<file path="src/pkg/msfg_defs.svh">
// constants of the mono amplifier select, fault and gain control block
// Function
// - pick low selects right, high selects left
// - first word of frame is left
// - oversampling fixed at 64x, chosen automatically
// - zero input keeps both bridge outputs in phase
// - positive value: positive output over half duty
// - negative value: negative output over half duty
// - output short disables drive, enters shutdown
// - short stays latched until shutdown pin cycles
// - after clearing, run; persistent short retrips
// - over-temperature indication forces shutdown, outputs off
// - thermal fault self-clears after cooling fifteen degrees
// - gain pins decode 12, 18, 23.6 dB, reserved
// - shutdown pin low mutes, enters low current
`ifndef MSFG_DEFS_SVH
`define MSFG_DEFS_SVH

// ==========================================================
// register map (byte addresses)
`define MSFG_OFF_CTRL      8'h00
`define MSFG_OFF_STATUS    8'h04
`define MSFG_OFF_IRQ_STAT  8'h08
`define MSFG_OFF_IRQ_EN    8'h0C
`define MSFG_OFF_IRQ_CLR   8'h10
`define MSFG_OFF_MONO      8'h14

// ==========================================================
// field positions
`define MSFG_CTRL_MUTE     0
`define MSFG_ST_STATE_LO   0
`define MSFG_ST_SHORT      2
`define MSFG_ST_HOT        3
`define MSFG_ST_SHDN       4
`define MSFG_ST_RESV       5
`define MSFG_ST_GAIN_LO    8
`define MSFG_IRQ_W         3
`define MSFG_IRQ_SHORT     0
`define MSFG_IRQ_HOT       1
`define MSFG_IRQ_COOL      2

// ==========================================================
// reset values
`define MSFG_RST_IRQ       3'h0
`define MSFG_RST_MUTE      1'b0

// ==========================================================
// oversampling and gain codes
`define MSFG_OSR_SHIFT     6
`define MSFG_GAIN_12DB     8'h78
`define MSFG_GAIN_18DB     8'hB4
`define MSFG_GAIN_236DB    8'hEC
`define MSFG_GAIN_RESV     8'h00

`endif

</file>
<file path="src/pkg/msfg_pkg.sv">
// types shared by the mono amplifier control block
package msfg_pkg;
	// amplifier state, gray coded along shutdown, run, hot, short
	typedef enum logic [1:0] {
		MSFG_SHDN  = 2'h0,
		MSFG_RUN   = 2'h1,
		MSFG_HOT   = 2'h3,
		MSFG_SHORT = 2'h2
	} msfg_state_t;
endpackage : msfg_pkg

</file>
<file path="src/msfg_top.sv">
// mono amplifier channel select, modulator timing, faults, gain and apb registers
//
// Local design decisions: the APB register port and the placing of the registers.
`timescale 1ns/100ps
`include "msfg_defs.svh"
module msfg_top
	import msfg_pkg::*;
#(
	parameter int DATA_W = 24,  // audio word width
	parameter int PW     = 4,   // modulator step bits per switching period
	parameter int CNT_W  = 20   // frame period counter width
) (
	input  wire logic              pclk,
	input  wire logic              presetn,
	input  wire logic [7:0]        paddr,
	input  wire logic              psel,
	input  wire logic              penable,
	input  wire logic              pwrite,
	input  wire logic [31:0]       pwdata,
	output logic      [31:0]       prdata,
	output logic                   pready,
	output logic                   pslverr,
	input  wire logic              channel_pick,
	input  wire logic              word_valid,
	input  wire logic              word_first,
	input  wire logic [DATA_W-1:0] word_data,
	input  wire logic              short_detect,
	input  wire logic              over_temp,
	input  wire logic              temp_cooled,
	input  wire logic              shutdown_n,
	input  wire logic              gain_select_high_bit,
	input  wire logic              gain_select_low_bit,
	output logic                   positive_bridge_output,
	output logic                   negative_bridge_output,
	output logic                   output_drive_en,
	output logic                   low_power_state,
	output logic      [7:0]        gain_db_tenths,
	output logic                   gain_reserved,
	output logic                   irq
);

	// ==========================================================
	// state
	typedef struct packed {
		msfg_state_t                st;          // amplifier state
		logic                       mute;        // software soft mute
		logic [`MSFG_IRQ_W-1:0]     irq_stat;    // sticky events
		logic [`MSFG_IRQ_W-1:0]     irq_en;      // event enables
		logic                       irq;         // interrupt level
		logic [31:0]                prdata;      // read data
		logic                       pready;      // access done
		logic                       pslverr;     // unmapped access
		logic [DATA_W-1:0]          left;        // held left word
		logic                       have_left;   // left word waiting
		logic [DATA_W-1:0]          mono;        // selected sample
		logic [CNT_W-1:0]           frame_cnt;   // cycles since frame start
		logic [CNT_W-1:0]           frame_len;   // last frame length
		logic [CNT_W-1:0]           div_cnt;     // step divider
		logic                       step_tick;   // modulator step enable
		logic                       drive_en;    // bridge drive allowed
		logic                       low_power;   // shutdown pin state
		logic [7:0]                 gain;        // decoded gain
		logic                       gain_resv;   // reserved gain code
	} msfg_top_st_t;

	msfg_top_st_t r_reg;   // registered state
	msfg_top_st_t r_next;  // next state

	logic [3:0] sync_v;    // synchronised fault and shutdown levels
	logic       s_short;   // short detected
	logic       s_hot;     // die above trip point
	logic       s_cool;    // die cooled below release point
	logic       s_shdn_n;  // shutdown pin, high runs

	// ==========================================================
	// input synchronisers
	// fault inputs synchronised
	msfg_sync #(
		.W(4)
	) u_sync (
		.pclk     (pclk),
		.presetn  (presetn),
		.async_in ({shutdown_n, temp_cooled, over_temp, short_detect}),
		.sync_out (sync_v)
	);

	assign s_short  = sync_v[0];
	assign s_hot    = sync_v[1];
	assign s_cool   = sync_v[2];
	assign s_shdn_n = sync_v[3];

	// ==========================================================
	// next state logic
	always_comb begin
		logic [`MSFG_IRQ_W-1:0] ev;       // events this cycle
		logic [`MSFG_IRQ_W-1:0] clr;      // software clear this cycle
		logic [CNT_W-1:0]       step_len; // cycles per modulator step
		logic                   acc;      // apb access phase
		r_next  = r_reg;
		ev      = '0;
		clr     = '0;
		step_len = '0;
		acc     = psel && penable && !r_reg.pready;

		// ------------------------------------------------------
		// apb slave: answer one cycle into the access phase
		r_next.pready  = 1'b0;
		r_next.pslverr = 1'b0;
		if (acc) begin
			r_next.pready = 1'b1;
			r_next.prdata = '0;
			case (paddr)
				`MSFG_OFF_CTRL: begin
					if (pwrite) begin
						r_next.mute = pwdata[`MSFG_CTRL_MUTE];
					end
					r_next.prdata[`MSFG_CTRL_MUTE] = r_reg.mute;
				end
				`MSFG_OFF_STATUS: begin
					r_next.prdata[`MSFG_ST_STATE_LO +: 2] = r_reg.st;
					r_next.prdata[`MSFG_ST_SHORT] = (r_reg.st == MSFG_SHORT);
					r_next.prdata[`MSFG_ST_HOT]   = (r_reg.st == MSFG_HOT);
					r_next.prdata[`MSFG_ST_SHDN]  = r_reg.low_power;
					r_next.prdata[`MSFG_ST_RESV]  = r_reg.gain_resv;
					r_next.prdata[`MSFG_ST_GAIN_LO +: 8] = r_reg.gain;
				end
				`MSFG_OFF_IRQ_STAT: begin
					r_next.prdata[`MSFG_IRQ_W-1:0] = r_reg.irq_stat;
				end
				`MSFG_OFF_IRQ_EN: begin
					if (pwrite) begin
						r_next.irq_en = pwdata[`MSFG_IRQ_W-1:0];
					end
					r_next.prdata[`MSFG_IRQ_W-1:0] = r_reg.irq_en;
				end
				`MSFG_OFF_IRQ_CLR: begin
					// write-only, reads as zero
					if (pwrite) begin
						clr = pwdata[`MSFG_IRQ_W-1:0];
					end
				end
				`MSFG_OFF_MONO: begin
					r_next.prdata[DATA_W-1:0] = r_reg.mono;
				end
				default: begin
					// unmapped: error, no effect
					r_next.pslverr = 1'b1;
				end
			endcase
		end

		// ------------------------------------------------------
		// frame capture and channel pick
		if (word_valid) begin
			if (word_first) begin
				r_next.left      = word_data;
				r_next.have_left = 1'b1;
			end else if (r_reg.have_left) begin
				r_next.have_left = 1'b0;
				r_next.mono = channel_pick ? r_reg.left : word_data;
			end
		end

		// ------------------------------------------------------
		// frame length measurement, saturating
		if (r_reg.frame_cnt != '1) begin
			r_next.frame_cnt = r_reg.frame_cnt + 1'b1;
		end
		if (word_valid && word_first) begin
			r_next.frame_len = r_reg.frame_cnt;
			// this cycle is the first of the new frame, so count from one
			r_next.frame_cnt = {{(CNT_W-1){1'b0}}, 1'b1};
		end

		// ------------------------------------------------------
		// 64 periods per frame
		step_len = r_reg.frame_len >> (`MSFG_OSR_SHIFT + PW);
		r_next.step_tick = 1'b0;
		if ((r_reg.div_cnt + 1'b1) >= step_len) begin
			// shortest step is one cycle
			r_next.div_cnt   = '0;
			r_next.step_tick = 1'b1;
		end else begin
			r_next.div_cnt = r_reg.div_cnt + 1'b1;
		end

		// ------------------------------------------------------
		// amplifier state machine
		case (r_reg.st)
			MSFG_SHDN: begin
				if (s_shdn_n) begin
					r_next.st = MSFG_RUN;
				end
			end
			MSFG_RUN: begin
				if (s_short) begin
					r_next.st = MSFG_SHORT;
					ev[`MSFG_IRQ_SHORT] = 1'b1;
				end else if (s_hot) begin
					r_next.st = MSFG_HOT;
					ev[`MSFG_IRQ_HOT] = 1'b1;
				end
			end
			MSFG_HOT: begin
				if (s_short) begin
					r_next.st = MSFG_SHORT;
					ev[`MSFG_IRQ_SHORT] = 1'b1;
				end else if (s_cool && !s_hot) begin
					r_next.st = MSFG_RUN;
					ev[`MSFG_IRQ_COOL] = 1'b1;
				end
			end
			MSFG_SHORT: begin
				r_next.st = MSFG_SHORT;
			end
			default: begin
				r_next.st = MSFG_SHDN;
			end
		endcase
		if (!s_shdn_n) begin
			r_next.st = MSFG_SHDN;
		end
		r_next.drive_en  = (r_next.st == MSFG_RUN) && !s_short;
		r_next.low_power = !s_shdn_n;

		// ------------------------------------------------------
		// interrupts: event set wins over clear
		r_next.irq_stat = (r_reg.irq_stat & ~clr) | ev;
		r_next.irq      = |(r_next.irq_stat & r_next.irq_en);

		// ------------------------------------------------------
		// gain pin decode
		r_next.gain_resv = 1'b0;
		case ({gain_select_high_bit, gain_select_low_bit})
			2'h0: r_next.gain = `MSFG_GAIN_12DB;
			2'h1: r_next.gain = `MSFG_GAIN_18DB;
			2'h2: r_next.gain = `MSFG_GAIN_236DB;
			default: begin
				r_next.gain      = `MSFG_GAIN_RESV;
				r_next.gain_resv = 1'b1;
			end
		endcase
	end

	// ==========================================================
	// register the state
	always_ff @(posedge pclk or negedge presetn) begin
		if (!presetn) begin
			r_reg           <= '0;
			r_reg.st        <= MSFG_SHDN;
			r_reg.mute      <= `MSFG_RST_MUTE;
			r_reg.irq_stat  <= `MSFG_RST_IRQ;
			r_reg.irq_en    <= `MSFG_RST_IRQ;
			r_reg.low_power <= 1'b1;
			r_reg.gain      <= `MSFG_GAIN_12DB;
		end else begin
			r_reg <= r_next;
		end
	end

	// ==========================================================
	// bridge modulator, idle when muted or not running
	msfg_pwm #(
		.PW(PW)
	) u_pwm (
		.pclk      (pclk),
		.presetn   (presetn),
		.step_tick (r_reg.step_tick),
		.run       (r_reg.drive_en && !r_reg.mute),
		.duty      (r_reg.mono[DATA_W-1 -: PW]),
		.pos_out   (positive_bridge_output),
		.neg_out   (negative_bridge_output)
	);

	// ==========================================================
	// outputs, all from flops
	assign prdata          = r_reg.prdata;
	assign pready          = r_reg.pready;
	assign pslverr         = r_reg.pslverr;
	assign output_drive_en = r_reg.drive_en;
	assign low_power_state = r_reg.low_power;
	assign gain_db_tenths  = r_reg.gain;
	assign gain_reserved   = r_reg.gain_resv;
	assign irq             = r_reg.irq;
endmodule : msfg_top

</file>
<file path="src/msfg_sync.sv">
// two flip-flop synchroniser for a group of level inputs
`timescale 1ns/100ps
module msfg_sync #(
	parameter int W = 4
) (
	input  wire logic         pclk,
	input  wire logic         presetn,
	input  wire logic [W-1:0] async_in,
	output logic      [W-1:0] sync_out
);
	import msfg_pkg::*;

	// ==========================================================
	// state
	typedef struct packed {
		logic [W-1:0] meta;   // first stage, read only by second
		logic [W-1:0] safe;   // second stage
	} msfg_sync_st_t;

	msfg_sync_st_t r_reg;   // registered state
	msfg_sync_st_t r_next;  // next state

	// shift each bit through two stages
	always_comb begin
		r_next = r_reg;
		for (int i = 0; i < W; i++) begin
			r_next.meta[i] = async_in[i];
			r_next.safe[i] = r_reg.meta[i];
		end
	end

	// register the state
	always_ff @(posedge pclk or negedge presetn) begin
		if (!presetn) begin
			r_reg <= '0;
		end else begin
			r_reg <= r_next;
		end
	end

	assign sync_out = r_reg.safe;
endmodule : msfg_sync

</file>
<file path="src/msfg_pwm.sv">
// in-phase bridge modulator driven by a step enable
`timescale 1ns/100ps
module msfg_pwm #(
	parameter int PW = 4
) (
	input  wire logic          pclk,
	input  wire logic          presetn,
	input  wire logic          step_tick,
	input  wire logic          run,
	input  wire logic [PW-1:0] duty,
	output logic               pos_out,
	output logic               neg_out
);
	import msfg_pkg::*;

	// two guard bits so half minus the most negative value cannot wrap
	localparam logic signed [PW+1:0] HALF = (PW+2)'(1 << (PW-1)); // half period

	// ==========================================================
	// state
	typedef struct packed {
		logic [PW-1:0] step;  // position in switching period
		logic [PW-1:0] held;  // duty held for whole period
		logic          pos;   // positive bridge drive
		logic          neg;   // negative bridge drive
	} msfg_pwm_st_t;

	msfg_pwm_st_t r_reg;   // registered state
	msfg_pwm_st_t r_next;  // next state

	// compare period position against half plus and minus the value
	always_comb begin
		logic signed [PW+1:0] d;
		logic signed [PW+1:0] s;
		r_next = r_reg;
		d = $signed({{2{r_reg.held[PW-1]}}, r_reg.held});
		s = $signed({2'b00, r_reg.step});
		if (step_tick) begin
			r_next.step = r_reg.step + 1'b1;
			// new duty only at period start, no mid-period glitch
			if (r_reg.step == '1) begin
				r_next.held = duty;
			end
		end
		if (run) begin
			r_next.pos = (s < (HALF + d));
			r_next.neg = (s < (HALF - d));
		end else begin
			// both low: no drive
			r_next.pos = 1'b0;
			r_next.neg = 1'b0;
		end
	end

	// register the state
	always_ff @(posedge pclk or negedge presetn) begin
		if (!presetn) begin
			r_reg <= '0;
		end else begin
			r_reg <= r_next;
		end
	end

	assign pos_out = r_reg.pos;
	assign neg_out = r_reg.neg;
endmodule : msfg_pwm

</file>
<file path="config.mk">
export PLATFORM = sky130hd
export DESIGN_NAME = msfg_top
export DESIGN_NICKNAME = d
export VERILOG_FILES = /design/src/pkg/msfg_pkg.sv /design/src/msfg_top.sv /design/src/msfg_sync.sv /design/src/msfg_pwm.sv
export VERILOG_INCLUDE_DIRS = /design/src /design/src/pkg
export SDC_FILE = /design/constraint.sdc
export NUM_CORES = 1
export LEC_CHECK = 0
export BUFFER_PORTS_ARGS = -buffer_cell sky130_fd_sc_hd__buf_2
export CAP_MARGIN = 10
export CORE_UTILIZATION = 47
export DETAILED_ROUTE_END_ITERATION = 6
export GPL_TIMING_DRIVEN = 0
export PLACE_DENSITY = 0.76
export SLEW_MARGIN = 5
export SYNTH_ARGS = -nofsm -noshare
export SYNTH_HDL_FRONTEND = slang
export SYNTH_SLANG_ARGS = --single-unit
</file>
<file path="constraint.sdc">
create_clock -name pclk -period 6.6 [get_ports pclk]
set_input_delay 0.33 -clock pclk [delete_from_list [all_inputs] [get_ports pclk]]
set_output_delay 0.33 -clock pclk [all_outputs]
set_load 0.05 [all_outputs]
</file>
==> summary.txt <==
STA
  – Max-slew violations: 0
  – Setup_tns: 0 ns
  – Max_slew headroom: 0.5037
  – Fmax: between 300 and 400 MHz
  – RSZ-0062 raised after global routing: false
  – Post-route minimum period: about 3.2 ns
  – Setup violators final: 0
  – Clk_skew: about 0.008 ns
  – Hold Vio Cnt, Final: 0
  – Final period util: 0.4867
  – Worst-Margin Slew: ~0.74 ns

Global routing
  – Largest net degree at the start of global routing: 87
  – Gr usage total: 0.2038
  – Vias in the first global route: approximately 5,300
  – Initial antenna violation count: 0
  – GRT overflow: 0
  – First-pass GRT wire length: about 26 mm

Cells and area
  – Most common cell after layout, fill and taps aside: nand2_1
  – Nets: 977
  – Post-layout util: 0.5672
  – # diodes: 0
  – Share of layout cells above drive strength 1: 0.2005
  – Most frequent cells in the layout: nand2_1 (160), dfrtp_1 (157), buf_2 (83)
  – Max reg flops: between 100 and 150
  – Area delta synth->final: 18.22%

Place
  – Final GP Congestion: between 0.8 and 0.9
  – DP Wirelength: 11.25 mm
  – Port buffer count: slightly above 80

Pwr
  – Internal Power: about 1.8 mW
  – Worst VDD drop: around 180 uV
  – Power per cell area: between 200 and 300 mW/mm2
  – Total net switching power: 0.7318 mW
  – Static Leak: 4.467 nW
  – Clock share of power: 0.366
  – Seq pwr share: 0.466
  – Pwr Total: ~2.5 mW
  – Sw Share: 0.2890
  – Combinational share of power: 0.167

Worst setup path
  – FF-to-FF End: r_reg[21]
  – Kind of critical path: register to register
  – Worst endpoint required time: ~6.9 ns
  – Reg2Reg Setup Slack: ~3.4 ns
  – Worst R2R Path Depth: 12
  – Crit start category: register
  – CP Capture Type: register
  – RR Startpoint: r_reg[12]
  – Crit Path Max Fanout: 10
  – Arrival time worst endpoint: around 3.5 ns

Floorplanning
  – Core box area: approximately 0.016 mm2
  – Rows: 46
  – Chip height: about 130 um
  – Die ar.: between 0.015 and 0.02 mm2
  – Starting Density: 0.4798
  – I/O pin cnt: approximately 130
  – Die Span X: around 130 um

Yosys
  – Mapped cell area: ~0.0076 mm2
  – Seq/Total Area, Yosys: 0.5332
  – Post-synth EDFFs: 0
  – Synth Flop Type: dfrtp_1
  – Avg Inst Size Synth: just over 10 um2
  – Synth area leaders: dfrtp_1 (52%), nand2_1 (7.9%), buf_4 (4.0%), ha_1 (4.0%), mux2i_1 (3.8%)
  – Count of cell types in the netlist: 57
  – Area leader, netlist: dfrtp_1
  – Ys Warns: 0
  – Synth top area share: 0.5193
  – Synthesized instance count: 750
  – Synth async-reset ratio: 1.000
  – Synth Register Bits: roughly 160

CTS
  – Clock root buffer: clkbuf_16
  – Total CTS buffers: 17
  – Worst-skew pair later-pin latency: about 0.42 ns
  – H-tree depth: 4
  – CTS sink cnt: roughly 160
  – CTS Buffer Depth: 2
  – Post-CTS Setup Repair Bufs: 0
  – CTS tree: yes
  – Post-cts sizing count: 0
  – CTS clock-pin slew for the worst setup and hold paths: ~0.060 ns

Route
  – DRC: 0
  – WL/cell: ~14 um
  – Met3 WL post-DR: between 600 and 700 um
  – Total number of vias: ~5,500
  – Initial DRC Count: about 380
  – Via-to-Cell Ratio: approximately 5
  – DRT Wirelength: 15.44 mm
  – Met2 wire len: 7.715 mm
  – Met1 WL: slightly below 7 mm
  – Top sig layer: met4
  – Router iterations before antenna repair: 4
  – DRT antenna net count: 0

Worst hold path
  – Hold WC Path Type: primary input to register
  – Worst Hold End: u_sync.r_next[0]
  – Critical hold path startpoint: short_detect
  – Hold depth: 1

Run status
  – Status: finished, final reports clean

Flow run
  – MaxCap Viol Count: 0
-- logic make-up after synthesis --
logic type / count (synthesis) / synth area share
XOR/XNOR: 33 / 0.03820
AND/OR/NAND/NOR: 310 / 0.1903
buffers and inverters: 96 / 0.06863
AO/OA/AOI/OAI: 86 / 0.07624
adder cells (fa/ha/maj): 24 / 0.03969
multiplexers: 39 / 0.05325
flip-flops: 161 / 0.5332
other: 1 / 0.0004956
-- routing by layer --
metal / up-vias / global-route usage
li1: 2736 / -
met2: 115 / 0.3431
met1: 2652 / 0.2625
met4: 0 / 0.06505
met5: - / 0
met3: 19 / 0.04491
-- power by group through the flow --
stage | registers [mW] | logic [mW] | clock network [mW]
2_1_floorplan | 1.19 | 0.298 | 0
3_3_place_gp | 1.19 | 0.407 | 0
3_5_place_dp | 1.20 | 0.424 | 0
4_1_cts | 1.18 | 0.430 | 0.942
5_1_grt | 1.20 | 0.483 | 0.984
6_report | 1.18 | 0.424 | 0.928
-- synth_stat cells, types with 5 or more instances --
master	count
nand2_1	160
dfrtp_1	157
nor2_1	49
o21ai_0	43
buf_4	40
mux2i_1	29
inv_1	26
clkbuf_1	25
ha_1	24
xor2_1	23
nand3_1	21
nor3_1	15
nand4_1	12
a221oi_1	11
mux2_2	10
xnor2_1	10
a21o_1	8
nor4_1	8
nor3b_1	7
a21oi_1	6
and2_1	5
and3_1	5
nand2b_1	5
-- repair_timing --
| item | in CTS | in global routing |
|---|---|---|
| setup endpoints to repair | 0 | 0 |
| hold buffers | 3 | 0 |
| hold endpoints to repair | 87 | 0 |
-- area by class of cell --
type                    count  area, um2
flip-flops and latches    161       4034
clock inverters            10      100.1
fillers                  1407       6825
plain buffers              69      417.9
inverters                  27      101.3
clock buffers              22      454.2
well taps                 216      270.3
repair buffers             87      483.0
multi-input cells         512       3084
-- worst max-delay path, cell delays in order, from the launching register on --
cell	delay (ns)
dfrtp_1	0.40
ha_1	0.27
nand2_1	0.12
nor3_1	0.39
xor2_1	0.15
ha_1	0.22
or2_2	0.27
a221oi_1	0.20
o21bai_1	0.17
a2111oi_4	0.31
o211ai_2	0.15
buf_6	0.16
nor4_1	0.30
-- per-stage QoR --
step / worst slack [ns] / cells / hold slack, ns / area [um2]
after CTS: 3.313 / 1104 / 0.001575 / 8945
final: 3.388 / 1104 / 0.01796 / 8945
after global routing: 3.068 / 1104 / 0.0002594 / 8945
after detailed placement: 3.347 / 1069 / 0.3356 / 8361
after global placement: 2.791 / 1068 / 0.3334 / 8323
after floorplan: 3.795 / 769 / 0.03441 / 7637
-- worst max-delay path by stage --
stage | start | end | slack [ns] | depth (start not counted)
final | r_reg[12] | r_reg[21] | 3.39 | 12
after global routing | r_reg[12] | r_reg[21] | 3.07 | 12
after CTS | r_reg[12] | r_reg[21] | 3.31 | 12
after detailed placement | r_reg[12] | r_reg[21] | 3.35 | 12
after global placement | presetn | pready | 2.79 | 1
after floorplan | r_reg[12] | r_reg[15] | 3.79 | 12
Note: power is estimated with default switching activity, not from simulation.
